[src/design/uie_pkg.sv]
// package for the usb interrupt and endpoint register block
package uie_pkg;

  // ----------------------------------------------------------------
  // register addresses
  // ----------------------------------------------------------------
  localparam logic [15:0] ADDR_ISO_RX_PORT = 16'hC760;
  localparam logic [15:0] ADDR_ISO_TX_PORT = 16'hC768;
  localparam logic [15:0] ADDR_ISO_RX_COUNT_HI = 16'hC770;
  localparam logic [15:0] ADDR_ISO_RX_COUNT_LO = 16'hC771;
  localparam logic [15:0] ADDR_ISO_RX_ERROR = 16'hC7A0;
  localparam logic [15:0] ADDR_ISO_ZERO_LENGTH = 16'hC7A2;
  localparam logic [15:0] ADDR_IN_DONE = 16'hC7A9;
  localparam logic [15:0] ADDR_OUT_DONE = 16'hC7AA;
  localparam logic [15:0] ADDR_GEN_FLAGS = 16'hC7AB;
  localparam logic [15:0] ADDR_IN_ENABLE = 16'hC7AC;
  localparam logic [15:0] ADDR_OUT_ENABLE = 16'hC7AD;
  localparam logic [15:0] ADDR_GEN_ENABLE = 16'hC7AE;
  localparam logic [15:0] ADDR_VECTOR = 16'hC7A8;
  localparam logic [15:0] ADDR_CTRL_SFR = 16'hC7B0;

  // ----------------------------------------------------------------
  // buffer windows
  // ----------------------------------------------------------------
  localparam logic [15:0] IN_BUF_BASE = 16'hC700;
  localparam logic [15:0] OUT_BUF_BASE = 16'hC6C0;
  localparam logic [15:0] BUF_STEP = 16'h0080;
  localparam logic [15:0] BUF_SPAN = 16'h0040;
  localparam int NUM_EP = 6;

  // ----------------------------------------------------------------
  // field positions and vectors
  // ----------------------------------------------------------------
  localparam int CTRL_WAKE_BIT = 6;
  localparam int NUM_GEN = 5;
  localparam int GEN_MSB = 4;
  localparam int EP_MSB = 5;
  localparam logic [7:0] VEC_GEN_STEP = 8'h04;
  localparam logic [7:0] VEC_EP_BASE = 8'h18;
  localparam logic [7:0] VEC_EP_STEP = 8'h08;
  localparam logic [7:0] VEC_OUT_OFS = 8'h04;
  localparam logic [7:0] VEC_NONE = 8'hFF;
  localparam int ISO_DEPTH = 64;
  localparam int ISO_AW = 6;

  // ----------------------------------------------------------------
  // carriers
  // ----------------------------------------------------------------
  typedef struct packed {
    logic [15:0] addr;
    logic [7:0] wdata;
    logic wr;
    logic rd;
  } uie_bus_type;

  typedef struct packed {
    logic sudav;
    logic sof;
    logic sutok;
    logic suspend;
    logic bus_reset;
    logic resume_req;
    logic [5:0] in_ack;
    logic [5:0] out_ok;
    logic iso_rx_valid;
    logic [7:0] iso_rx_data;
    logic iso_rx_crc_err;
    logic iso_tx_ready;
  } uie_usb_type;

  typedef enum logic [2:0] {
    PST_IDLE = 3'b001,
    PST_HIGH = 3'b010,
    PST_GAP = 3'b100
  } uie_pulse_type;

endpackage

[src/design/uie_top.sv]
// usb interrupt, vector and endpoint register block for the microcontroller
`timescale 1ns/1ps

// Operation
// - interrupts are high-then-low pulses
// - resume by control bit 6 or host
// - resume completion pulses the wake line
// - event line gathers twelve endpoints plus five
// - clearing a flag re-pulses next pending source
// - simultaneous sources resolved by fixed priority
// - vector codes for general sources
// - endpoint vector codes from 0x18 upward
// - in buffers mapped at documented windows
// - out buffers mapped at documented windows
// - iso receive data read at port
// - iso transmit data written at port
// - iso receive count high and low
// - iso error register refreshed each frame
// - crc-damaged iso data still delivered
// - zero-length flag for previous frame
// - in done flags, write one clears
// - out done flags, write one clears
// - general event flag bit layout
// - general flags clear on written one
// - endpoint interrupt needs its enable bit; the flag sets without it
// - general enable bits gate sources
module uie_top #(
  parameter int ISO_DEPTH = uie_pkg::ISO_DEPTH
) (
  // clock and reset
  input wire logic mclk,
  input wire logic reset_n,
  // register port
  input wire uie_pkg::uie_bus_type bus,
  output logic [7:0] rdata,
  // usb engine events and iso data
  input wire uie_pkg::uie_usb_type usb,
  // iso transmit byte towards the engine
  output logic iso_tx_valid,
  output logic [7:0] iso_tx_data,
  // buffer window select
  output logic buf_sel,
  output logic buf_is_in,
  output logic [2:0] buf_ep,
  output logic [5:0] buf_ofs,
  // interrupt lines
  output logic wake_pulse_line,
  output logic event_pulse_line,
  output logic suspended
);

  localparam int NUM_SRC = uie_pkg::NUM_GEN + 2 * uie_pkg::NUM_EP;

  typedef struct packed {
    logic [7:0] rdata;
    logic [7:0] ctrl;
    logic [4:0] gen_flags;
    logic [5:0] in_done;
    logic [5:0] out_done;
    logic [4:0] gen_en;
    logic [5:0] in_en;
    logic [5:0] out_en;
    logic [7:0] vector;
    logic susp;
    logic wake;
    uie_pkg::uie_pulse_type pst;
    logic evt;
    logic rearm;
    logic [15:0] rx_cnt;
    logic [15:0] rx_cnt_frame;
    logic crc_frame;
    logic crc_err;
    logic zero_len;
    logic [uie_pkg::ISO_AW-1:0] rd_ptr;
    logic [uie_pkg::ISO_AW-1:0] wr_ptr;
    logic txv;
    logic [7:0] txd;
    logic bsel;
    logic bin;
    logic [2:0] bep;
    logic [5:0] bofs;
  } uie_state_type;

  uie_state_type st_reg;
  uie_state_type st_next;
  uie_pkg::uie_usb_type usb_s1;
  uie_pkg::uie_usb_type usb_s2;
  logic [7:0] iso_mem [ISO_DEPTH];
  logic [NUM_SRC-1:0] pend;
  logic [7:0] win_vec;
  logic any_pend;
  logic clr_hit;
  logic [5:0] in_hit;
  logic [5:0] out_hit;
  logic [15:0] rel_in [uie_pkg::NUM_EP];
  logic [15:0] rel_out [uie_pkg::NUM_EP];

  // ----------------------------------------------------------------
  // pin synchronisers
  // ----------------------------------------------------------------
  always_ff @(posedge mclk) begin
    usb_s1 <= usb;
    usb_s2 <= usb_s1;
  end

  // ----------------------------------------------------------------
  // receive data array; written here, read by the next-state logic at the iso receive port, no reset needed
  // ----------------------------------------------------------------
  always_ff @(posedge mclk) begin
    if (usb_s2.iso_rx_valid) begin
      iso_mem[st_reg.wr_ptr] <= usb_s2.iso_rx_data;
    end
  end

  // ----------------------------------------------------------------
  // buffer window decode
  // ----------------------------------------------------------------
  genvar g;
  generate
    for (g = 0; g < uie_pkg::NUM_EP; g++) begin : g_win
      localparam logic [15:0] STEP = 16'(g) * uie_pkg::BUF_STEP;
      assign rel_in[g] = bus.addr - (uie_pkg::IN_BUF_BASE - STEP);
      assign rel_out[g] = bus.addr - (uie_pkg::OUT_BUF_BASE - STEP);
      assign in_hit[g] = rel_in[g] < uie_pkg::BUF_SPAN;
      assign out_hit[g] = rel_out[g] < uie_pkg::BUF_SPAN;
    end
  endgenerate

  // ----------------------------------------------------------------
  // priority: lowest vector code wins
  // ----------------------------------------------------------------
  always_comb begin
    pend = '0;
    pend[uie_pkg::GEN_MSB:0] = st_reg.gen_flags & st_reg.gen_en;
    for (int i = 0; i < uie_pkg::NUM_EP; i++) begin
      pend[uie_pkg::NUM_GEN + 2 * i] = st_reg.in_done[i] & st_reg.in_en[i];
      pend[uie_pkg::NUM_GEN + 2 * i + 1] = st_reg.out_done[i] & st_reg.out_en[i];
    end
    any_pend = |pend;
    win_vec = uie_pkg::VEC_NONE;
    for (int i = NUM_SRC - 1; i >= 0; i--) begin
      if (pend[i]) begin
        if (i < uie_pkg::NUM_GEN) begin
          win_vec = 8'(i) * uie_pkg::VEC_GEN_STEP;
        end else begin
          win_vec = uie_pkg::VEC_EP_BASE + 8'((i - uie_pkg::NUM_GEN) / 2) * uie_pkg::VEC_EP_STEP
                    + (((i - uie_pkg::NUM_GEN) % 2) != 0 ? uie_pkg::VEC_OUT_OFS : 8'h00);
        end
      end
    end
  end

  // ----------------------------------------------------------------
  // next state
  // ----------------------------------------------------------------
  always_comb begin
    logic wr;
    logic rd;
    logic [7:0] wd;
    logic [15:0] a;
    logic resume;
    wr = bus.wr;
    rd = bus.rd;
    wd = bus.wdata;
    a = bus.addr;
    resume = 1'b0;
    st_next = st_reg;
    clr_hit = 1'b0;
    st_next.rdata = 8'h00;
    st_next.txv = 1'b0;
    st_next.wake = 1'b0;
    st_next.evt = 1'b0;
    st_next.bsel = 1'b0;

    // ----------------------------------------------------------------
    // register writes; set beats clear further down
    // ----------------------------------------------------------------
    if (wr) begin
      unique case (a)
        uie_pkg::ADDR_GEN_FLAGS: begin
          st_next.gen_flags = st_reg.gen_flags & ~wd[uie_pkg::GEN_MSB:0];
          clr_hit = |wd[uie_pkg::GEN_MSB:0];
        end
        uie_pkg::ADDR_IN_DONE: begin
          st_next.in_done = st_reg.in_done & ~wd[uie_pkg::EP_MSB:0];
          clr_hit = |wd[uie_pkg::EP_MSB:0];
        end
        uie_pkg::ADDR_OUT_DONE: begin
          st_next.out_done = st_reg.out_done & ~wd[uie_pkg::EP_MSB:0];
          clr_hit = |wd[uie_pkg::EP_MSB:0];
        end
        uie_pkg::ADDR_GEN_ENABLE: begin
          st_next.gen_en = wd[uie_pkg::GEN_MSB:0];
        end
        uie_pkg::ADDR_IN_ENABLE: begin
          st_next.in_en = wd[uie_pkg::EP_MSB:0];
        end
        uie_pkg::ADDR_OUT_ENABLE: begin
          st_next.out_en = wd[uie_pkg::EP_MSB:0];
        end
        uie_pkg::ADDR_CTRL_SFR: begin
          st_next.ctrl = wd;
        end
        uie_pkg::ADDR_ISO_TX_PORT: begin
          st_next.txv = 1'b1;
          st_next.txd = wd;
        end
        default: ;
      endcase
    end

    // ----------------------------------------------------------------
    // reads, data in the following cycle
    // ----------------------------------------------------------------
    if (rd) begin
      unique case (a)
        uie_pkg::ADDR_GEN_FLAGS: begin
          st_next.rdata = {3'h0, st_reg.gen_flags};
        end
        uie_pkg::ADDR_IN_DONE: begin
          st_next.rdata = {2'h0, st_reg.in_done};
        end
        uie_pkg::ADDR_OUT_DONE: begin
          st_next.rdata = {2'h0, st_reg.out_done};
        end
        uie_pkg::ADDR_GEN_ENABLE: begin
          st_next.rdata = {3'h0, st_reg.gen_en};
        end
        uie_pkg::ADDR_IN_ENABLE: begin
          st_next.rdata = {2'h0, st_reg.in_en};
        end
        uie_pkg::ADDR_OUT_ENABLE: begin
          st_next.rdata = {2'h0, st_reg.out_en};
        end
        uie_pkg::ADDR_CTRL_SFR: begin
          st_next.rdata = st_reg.ctrl;
        end
        uie_pkg::ADDR_VECTOR: begin
          st_next.rdata = st_reg.vector;
        end
        uie_pkg::ADDR_ISO_RX_ERROR: begin
          st_next.rdata = {7'h00, st_reg.crc_err};
        end
        uie_pkg::ADDR_ISO_ZERO_LENGTH: begin
          st_next.rdata = {7'h00, st_reg.zero_len};
        end
        uie_pkg::ADDR_ISO_RX_COUNT_HI: begin
          st_next.rdata = st_reg.rx_cnt_frame[15:8];
        end
        uie_pkg::ADDR_ISO_RX_COUNT_LO: begin
          st_next.rdata = st_reg.rx_cnt_frame[7:0];
        end
        uie_pkg::ADDR_ISO_RX_PORT: begin
          st_next.rdata = iso_mem[st_reg.rd_ptr];
          st_next.rd_ptr = st_reg.rd_ptr + 1'b1;
        end
        default: begin
          st_next.rdata = 8'h00;
        end
      endcase
    end

    // ----------------------------------------------------------------
    // buffer window access goes out for the ram beside the block
    // ----------------------------------------------------------------
    if ((wr || rd) && (|in_hit || |out_hit)) begin
      st_next.bsel = 1'b1;
      st_next.bin = |in_hit;
      st_next.bep = 3'h0;
      st_next.bofs = 6'h00;
      for (int i = 0; i < uie_pkg::NUM_EP; i++) begin
        if (in_hit[i]) begin
          st_next.bep = 3'(i);
          st_next.bofs = rel_in[i][5:0];
        end
        if (out_hit[i]) begin
          st_next.bep = 3'(i);
          st_next.bofs = rel_out[i][5:0];
        end
      end
    end

    // ----------------------------------------------------------------
    // hardware sets, after clears so that a same-cycle event wins
    // ----------------------------------------------------------------
    st_next.gen_flags = st_next.gen_flags | {usb_s2.bus_reset, usb_s2.suspend, usb_s2.sutok,
                                             usb_s2.sof, usb_s2.sudav};
    st_next.in_done = st_next.in_done | usb_s2.in_ack;
    st_next.out_done = st_next.out_done | usb_s2.out_ok;

    // ----------------------------------------------------------------
    // iso receive bookkeeping per frame
    // ----------------------------------------------------------------
    if (usb_s2.iso_rx_valid) begin
      st_next.wr_ptr = st_reg.wr_ptr + 1'b1;
      st_next.rx_cnt = st_reg.rx_cnt + 16'h0001;
    end
    if (usb_s2.iso_rx_crc_err) begin
      st_next.crc_frame = 1'b1;
    end
    if (usb_s2.sof) begin
      st_next.crc_err = st_reg.crc_frame;
      st_next.zero_len = (st_reg.rx_cnt == 16'h0000);
      st_next.rx_cnt_frame = st_reg.rx_cnt;
      // a byte or error landing with the frame mark belongs to the new frame
      st_next.rx_cnt = usb_s2.iso_rx_valid ? 16'h0001 : 16'h0000;
      st_next.crc_frame = usb_s2.iso_rx_crc_err;
      st_next.rd_ptr = st_reg.wr_ptr - st_reg.rx_cnt[uie_pkg::ISO_AW-1:0];
    end

    // ----------------------------------------------------------------
    // suspend and resume
    // ----------------------------------------------------------------
    if (usb_s2.suspend) begin
      st_next.susp = 1'b1;
    end else if (st_reg.susp && (st_reg.ctrl[uie_pkg::CTRL_WAKE_BIT] || usb_s2.resume_req)) begin
      resume = 1'b1;
    end
    if (resume) begin
      st_next.susp = 1'b0;
      st_next.wake = 1'b1;
      st_next.ctrl[uie_pkg::CTRL_WAKE_BIT] = 1'b0;
    end

    // ----------------------------------------------------------------
    // event pulse; a clear arms another pulse for what is still pending
    // ----------------------------------------------------------------
    st_next.vector = win_vec;
    case (st_reg.pst)
      uie_pkg::PST_IDLE: begin
        if (any_pend && (st_reg.rearm || st_reg.vector != win_vec)) begin
          st_next.evt = 1'b1;
          st_next.rearm = 1'b0;
          st_next.pst = uie_pkg::PST_HIGH;
        end
      end
      uie_pkg::PST_HIGH: st_next.pst = uie_pkg::PST_GAP;
      uie_pkg::PST_GAP: st_next.pst = uie_pkg::PST_IDLE;
      default: st_next.pst = uie_pkg::PST_IDLE;
    endcase
    // set after the pulse logic so a clear beside a pulse is not lost
    if (clr_hit) begin
      st_next.rearm = 1'b1;
    end
  end

  // ----------------------------------------------------------------
  // state register
  // ----------------------------------------------------------------
  always_ff @(posedge mclk) begin
    if (!reset_n) begin
      st_reg <= '0;
      st_reg.vector <= uie_pkg::VEC_NONE;
      st_reg.pst <= uie_pkg::PST_IDLE;
    end else begin
      st_reg <= st_next;
    end
  end

  assign rdata = st_reg.rdata;
  assign iso_tx_valid = st_reg.txv;
  assign iso_tx_data = st_reg.txd;
  assign buf_sel = st_reg.bsel;
  assign buf_is_in = st_reg.bin;
  assign buf_ep = st_reg.bep;
  assign buf_ofs = st_reg.bofs;
  assign wake_pulse_line = st_reg.wake;
  assign event_pulse_line = st_reg.evt;
  assign suspended = st_reg.susp;

endmodule // uie_top

[config.mk]
export PLATFORM = sky130hd
export DESIGN_NAME = uie_top
export DESIGN_NICKNAME = d
export VERILOG_FILES = /design/src/design/uie_pkg.sv /design/src/design/uie_top.sv
export SDC_FILE = /design/constraint.sdc
export NUM_CORES = 1
export LEC_CHECK = 0
export BUFFER_PORTS_ARGS = -buffer_cell sky130_fd_sc_hd__buf_2
export CAP_MARGIN = 20
export CORE_AREA = 10 10 239 241
export DETAILED_ROUTE_END_ITERATION = 6
export DIE_AREA = 0 0 249 251
export PLACE_DENSITY = 0.71
export SYNTH_ARGS = -nofsm -noshare
export SYNTH_HDL_FRONTEND = slang
export SYNTH_SLANG_ARGS = --single-unit
[constraint.sdc]
create_clock -name mclk -period 3.2 [get_ports mclk]
set_input_delay 0.32 -clock mclk [delete_from_list [all_inputs] [get_ports mclk]]
set_output_delay 0.32 -clock mclk [all_outputs]
set_load 0.03 [all_outputs]
* Word level (Yosys, flattened, before mapping)
Memory sizes are Yosys's and may differ from the RTL's. A register that Yosys moved wholly into a read port is not among the register bits. Index checks and enable logic that the tools add are counted.
Storage, ports and cells: register bits 188, RAM bits 512, memories 1
Operators by class: add/subtract/negate cells 16, magnitude comparators 12, equality and inequality tests 18, mux-type cells 58, bitwise logic cells 22, reductions and logical operators 31
Memories:
- iso_mem | words 64, bits a word 8, read ports 1, clocked after memory_dff 1, write ports 1, RTL line uie_top.sv:88 | logic [7:0] iso_mem [ISO_DEPTH];
Operator list (number):
- == test 16 bit, second input constant | 14
- less-than comparator 16 x 7 -> 1 bit, second input constant | 12
- subtractor 16 bit, second input constant | 12
- two-way mux 8 bit | 17
- two-way mux 9 bit | 12
- one-hot mux 8 bit (13 select lines) | 1
- two-way mux 6 bit | 9
- two-way mux 41 bit | 1
- two-way mux 34 bit | 1
- AND reduction 2 bit | 10
- OR reduction 6 bit | 3
- OR reduction 17 bit | 1
- adder 16 x 1 -> 16 bit, second input constant | 1
- logical NOT 16 bit | 1
- two-way mux 16 bit | 1
- two-way mux 5 bit | 3
- adder 6 x 1 -> 6 bit, second input constant | 2
- AND 1 bit | 12
- AND 6 bit | 2
- OR 6 bit | 2
- nonzero test 2 bit | 6
- two-way mux 11 bit | 1
- AND 5 bit | 2
- two-way mux 1 bit | 10
- 15 further kinds | 21

* Depth between registers and ports, before layout
Gate-level depths: netlist of run 1.
depth after elaboration 24, gate-level depth with buffers 12, mapped depth without buffers 9

* Least setup slack after synthesis of run 1
OpenSTA, ideal clock, no wires.
path kind input to register, start input bus[19] in the netlist's numbering, end register st_reg, in the netlist buf_ep[1], arrival time 2518 ps, setup slack 564 ps, stages on the path 12, path buffers 3, cells stage by stage buf_4 inv_1 ha_1 clkbuf_1 nor3_1 o22a_1 a2111oi_0 a32oi_1 nand3b_2 o31a_1 buf_4 o221a_2
On the way: longest elaborated chain between the ends 12, elaborated cells on any way between the ends 38
Ends and longest elaborated chain:
- start, declared | RTL line uie_top.sv:34 | input wire uie_pkg::uie_bus_type bus,
- subtractor 16 bit | RTL line uie_top.sv:122 | assign rel_in[g] = bus.addr - (uie_pkg::IN_BUF_BASE - STEP);
- less-than comparator 16 x 7 -> 1 bit | RTL line uie_top.sv:124 | assign in_hit[g] = rel_in[g] < uie_pkg::BUF_SPAN;
- two-way mux 9 bit | RTL line uie_top.sv:272 | if (in_hit[i]) begin
- two-way mux 9 bit | RTL line uie_top.sv:276 | if (out_hit[i]) begin
- two-way mux 9 bit | RTL line uie_top.sv:272
- two-way mux 9 bit | RTL line uie_top.sv:276
- two-way mux 9 bit | RTL line uie_top.sv:272
- two-way mux 9 bit | RTL line uie_top.sv:276
- two-way mux 9 bit | RTL line uie_top.sv:272
- two-way mux 9 bit | RTL line uie_top.sv:276
- two-way mux 9 bit | RTL line uie_top.sv:272
- two-way mux 9 bit | RTL line uie_top.sv:276
- end signal, assigned | RTL line uie_top.sv:356 | st_reg <= st_next;
- end, declared | RTL line uie_top.sv:84 | uie_state_type st_reg;
Several ways; a longest one is shown, not always the timed one. A chain may end at the register's enable or synchronous reset.

==> impl_metrics.csv, run 1 <==
group,metric,value,unit
setup_path,r2r_cells,5,
logic_synthesis,synth.area.top_cells,"edfxtp_1 54%, mux4_2 13%, dfxtp_1 13%",
global_route,grt_pass1_vias,16600,
timing,finalCritPeriodShare,0.895,
place,globalplace.congestion,0.914,
setup_path,slowest_delay,610,ps
route,ant_nets,0,
layout,final_layout_size_suffix_gt1_frac,0.243,
route,dr.pass1.iters,7,
power_and_ir_drop,power_density,592,nW/um^2
setup_path,regToRegSetupSlack,340,ps
setup_path,cp_cell_sequence,"buf_12, mux4_2, mux4_2, mux4_2, a22o_1",
logic_synthesis,ys_types,74,
global_route,grt_max_degree,65,
hold_path,worstHoldStart,"bus[12]",
logic_synthesis,synth_ff_type,"edfxtp_1",
global_route,grt.overflow.total,0,
route,drcViolationCount,2,
run,max_cap_violations,0,
floorplan,dieArea,62500,um^2
floorplan,die_w,249,um
layout,n_antenna_cell,0,
global_route,antenna_found_initial,0,
place,io_buffers,86,
clock_tree,clock_latency,610,ps
timing,relSlewSlack,0.255,
clock_tree,cts.sinks,704,
logic_synthesis,synth.cell_area,28600,um^2
layout,most-common-layout-cells,"512 x edfxtp_1, 181 x dfxtp_1, 171 x mux4_2, 152 x nor2_1, 123 x nand2_1",
timing,rsz0062_at_grt,"false",
power_and_ir_drop,power_leakage,11.1,nW
setup_path,critPathBufInv,1,
global_route,grt_pass1_wl,101000,um
logic_synthesis,synthArstFlopShare,0,
route,wirelength,65400,um
setup_path,cp_slowest_cell,"mux4_2",
clock_tree,max-clock-path-buffers,3,
route,vias,16600,
setup_path,worst-path-max-fanout,44,
logic_synthesis,synth_fp_nets,1888,
route,wl_per_cell,24.0,um
timing,max_slew.worst_pin.slew,1120,ps
logic_synthesis,syn_inst,1814,
layout,final_common_cell,"edfxtp_1",
setup_path,endpoint_kind,"register",
timing,slew_violations,0,
timing,setup_tns,0,ps
logic_synthesis,post_synth.cell_area_avg,15.8,um^2
clock_tree,postCtsHoldBufs,31,
setup_path,crit_family,"multiplexers",
place,hpwl,41900,um
hold_path,hold_path_end,"buf_ofs[2]",
timing,max_freq,349,MHz
logic_synthesis,synth-seq-cells,704,
clock_tree,cts_root_buf,"clkbuf_16",
clock_tree,clk_pin_slew,60,ps
layout,fin_nets,2053,
clock_tree,cts_buffers,72,
power_and_ir_drop,ir_drop,0.476,mV
route,viasPerCell,6.09,
logic_synthesis,synth_edf_count,512,
hold_path,hp-class,"primary input to register",
floorplan,start_util,0.547,
outcome,status,"finished with violations",
timing,hold_viol,0,
route,drt-initial-drc-count,1671,
power_and_ir_drop,power.total,19.4,mW
logic_synthesis,yosysTopAreaCellShare,0.538,
layout,synthToLayoutAreaGrowth,14.8,%
outcome,failed_checks,"DRC",
floorplan,die_h,251,um
setup_path,reg2reg_to,"rdata[5]",
clock_tree,cts-resized-gates,0,
timing,timing.hold.ws,38.0,ps
timing,setup_viol,0,
timing,fin_crit,2860,ps
logic_synthesis,synth.yosys.seq_area_share,0.673,
layout,largest_reg_flops,512,
global_route,grt_usage,0.207,
timing,worst_clock_skew,30.4,ps
hold_path,hold_path_depth,3,
logic_synthesis,yosysTopAreaCell,"edfxtp_1",
setup_path,worstSetupPathType,"register to register",
setup_path,crit_top_cell,"mux4_2",
floorplan,core,52200,um^2
logic_synthesis,yosys_warnings,0,
floorplan,io_pins,88,
clock_tree,cts_setup_buffers,0,
setup_path,cp.required,3680,ps
clock_tree,cts.htree.levels,3,
floorplan,std_cell_rows,84,
setup_path,arrival,3340,ps
clock_tree,cts_tree,"done",
setup_path,crit_path_start_kind,"register",
Yosys cell counts, drive strengths merged, types with 21 or more instances:
| master | instances |
|---|---|
| nand2 | 123 |
| o21ai | 49 |
| nand4 | 22 |
| mux4 | 171 |
| mux2i | 63 |
| clkbuf | 48 |
| a21oi | 56 |
| inv | 40 |
| edfxtp | 512 |
| nor3 | 21 |
| dfxtp | 192 |
| nor2 | 153 |
| nand3 | 28 |
| buf | 78 |
layout make-up:
class | count | area, um^2
timing repair buffer | 217 | 1680
inverter | 40 | 150
tap | 688 | 861
clock buffer | 98 | 2010
sequential | 704 | 19200
clock inverter | 32 | 289
multi-input combinational | 944 | 8580
fill | 3679 | 19400
per-layer routing:
layer / global-route usage / routed length, um
met5: 0 / 0
met4: 0.0676 / 1830
met3: 0.0402 / 4960
met2: 0.336 / 32100
met1: 0.279 / 26600
report_power, final:
part           total [mW]  switching (mW)  internal [mW]
logic                1.32           0.723          0.599
registers            9.98           0.118           9.87
clock network        8.13            3.38           4.75
worst max path at each step:
stage          cells past startpoint         to  startpoint
6_report                           5   rdata[5]    register
5_1_grt                            5   rdata[5]    register
4_1_cts                            5   rdata[5]    register
3_5_place_dp                       5   rdata[5]    register
3_3_place_gp                       5   rdata[5]    register
2_1_floorplan                     12  buf_ep[1]     bus[19]
kinds of logic after synthesis:
group                    Yosys count  synth area share
AND/OR/NAND/NOR                  444            0.0747
multiplexers                     236             0.158
buffers and inverters            166            0.0272
XOR/XNOR                          37            0.0113
AO/OA/AOI/OAI                    210            0.0488
adder cells (fa/ha/maj)           17           0.00771
flip-flops                       704             0.673
through the flow:
step | instance area [um^2] | cells | utilization | setup slack (ps)
4_1_cts | 32700 | 2717 | 0.626 | 308
3_5_place_dp | 30100 | 2556 | 0.576 | 348
5_1_grt | 32800 | 2723 | 0.628 | 273
6_report | 32800 | 2723 | 0.628 | 335
2_1_floorplan | 28600 | 1814 | - | 564
3_3_place_gp | 30100 | 2556 | 0.576 | 343
worst register-to-register path, stage by stage (launching register included):
cell	delay (ps)
dfxtp_4	400
buf_12	320
mux4_2	650
mux4_2	560
mux4_2	530
a22o_1	270
No activity file was read; power rests on OpenSTA's default activity.
==> run 2, diff against run 1 <==
Settings changed: CORE_AREA 10 10 239 241 to 2 2 231 233, DIE_AREA 0 0 249 251 to 0 0 233 235, PLACE_DENSITY 0.71 to 0.74.
Clock period 3.2 ns to 2.5 ns, I/O delays scaled along.
==> impl_metrics.csv, run 2 (synthesized netlist as in run 1, its figures left out) <==
group,metric,value,unit
route,wl_per_cell,24.9,um
place,pre_cts_ws,-246,ps
timing,timing.hold.ws,79.7,ps
outcome,status,"finished with violations",
power_and_ir_drop,power_density,752,nW/um^2
place,hpwl,44800,um
place,globalplace.congestion,0.925,
floorplan,io_pins,88,
run,max_cap_violations,0,
hold_path,hp-class,"primary input to register",
layout,largest_reg_flops,512,
power_and_ir_drop,power.total,25.5,mW
clock_tree,clk_pin_slew,60,ps
route,drcViolationCount,0,
global_route,grt_usage,0.262,
timing,worst_clock_skew,29.1,ps
global_route,grt.overflow.total,0,
setup_path,worstSetupPathType,"register to register",
route,ant_nets,0,
floorplan,dieArea,54800,um^2
power_and_ir_drop,ir_drop,0.557,mV
layout,final_layout_size_suffix_gt1_frac,0.283,
timing,relSlewSlack,0.306,
layout,fin_nets,2167,
timing,max_slew.worst_pin.slew,1040,ps
timing,fin_crit,2680,ps
power_and_ir_drop,power_leakage,11.8,nW
global_route,grt_pass1_wl,107000,um
floorplan,die_h,235,um
timing,rsz0062_at_grt,"true",
setup_path,worst-path-max-fanout,7,
place,placed_area,31000,um^2
floorplan,std_cell_rows,84,
route,dr.pass1.iters,6,
floorplan,die_w,233,um
timing,hold_viol,0,
clock_tree,max-clock-path-buffers,3,
clock_tree,cts_tree,"done",
setup_path,endpoint_kind,"register",
route,drt-initial-drc-count,1924,
timing,setup_tns,-1160,ps
layout,postLayoutCellArea,34000,um^2
route,vias,17400,
layout,synthToLayoutAreaGrowth,18.9,%
outcome,failed_checks,"setup timing",
clock_tree,cts_buffers,73,
clock_tree,clock_latency,610,ps
setup_path,crit_path_start_kind,"register",
setup_path,arrival,3150,ps
clock_tree,cts.sinks,704,
clock_tree,cts_root_buf,"clkbuf_16",
timing,slew_violations,0,
route,wirelength,70800,um
timing,finalCritPeriodShare,1.07,
timing,setup_viol,8,
timing,max_freq,374,MHz
setup_path,cp.required,2980,ps
layout,most-common-layout-cells,"512 x edfxtp_1, 181 x dfxtp_1, 179 x buf_4, 171 x mux4_2, 152 x nor2_1",
global_route,grt_max_degree,55,
place,io_buffers,86,
layout,n_fill_cell,3508,
global_route,antenna_found_initial,6,
global_route,grt_pass1_vias,17500,
floorplan,start_util,0.547,
clock_tree,cts.htree.levels,3,
route,viasPerCell,6.12,
layout,final_common_cell,"edfxtp_1",
floorplan,core,52200,um^2
timing,setup_ws,-176,ps
==> run 2: path summary, 6_finish.rpt <==
path,start,endpoint,slack (ps),cells after the start
worst max-delay path,register,rdata[7],-180,8
worst min register to register,usb_s1[1],usb_s2[1],310,0
worst max register to register,register,rdata[7],-180,8
worst min-delay path,bus[11],buf_ofs[1],80,3
==> run 2: report_power, final <==
group / internal (mW) / switching (mW) / total [mW]
combinational: 0.923 / 0.948 / 1.87
clock: 6.38 / 4.50 / 10.9
sequential: 12.6 / 0.157 / 12.8
total: 19.9 / 5.60 / 25.5
==> run 2: what timing repair did <==
action | 4_1_cts | 5_1_grt
pin swaps | 0 | 1
hold endpoints to repair | 46 | 0
hold buffers | 40 | 0
setup buffers | 3 | 0
endpoints found under the setup margin | 8 | 12
gates resized for setup | 6 | 5
gates cloned | 4 | 1
==> run 2: cell type report <==
| class | count | area (um^2) | area share |
|---|---|---|---|
| antenna | 2 | 5.00 | 0.000147 |
| clock inverter | 47 | 457 | 0.0134 |
| tap | 688 | 861 | 0.0253 |
| timing repair buffer | 330 | 2730 | 0.0803 |
| clock buffer | 84 | 1930 | 0.0568 |
| inverter | 40 | 150 | 0.00442 |
| multi-input combinational | 944 | 8600 | 0.253 |
| sequential | 704 | 19200 | 0.566 |
==> run 2: metrics by stage <==
stage	std cells	utilization
after detailed placement	2658	0.593
after global routing	2838	0.650
after CTS	2836	0.649
after global placement	2658	0.593
final	2839	0.650
after floorplan	1814	-
==> run 2: per-layer routing <==
| metal | vias to the layer above | part of all wire | global-route usage |
|---|---|---|---|
| met5 | - | 0.00018 | 0 |
| met4 | 2 | 0.040 | 0.104 |
| met3 | 194 | 0.083 | 0.0541 |
| met2 | 850 | 0.49 | 0.429 |
| met1 | 8731 | 0.39 | 0.344 |
| li1 | 7590 | - | - |
==> run 2: worst max-delay path, stage by stage, from the launching register on <==
cell and delay, ps:
dfxtp_4 420, buf_12 160, buf_16 150, buf_12 130
mux4_2 530, mux4_2 460, mux4_2 520, nand2b_1 110
nand2_1 60
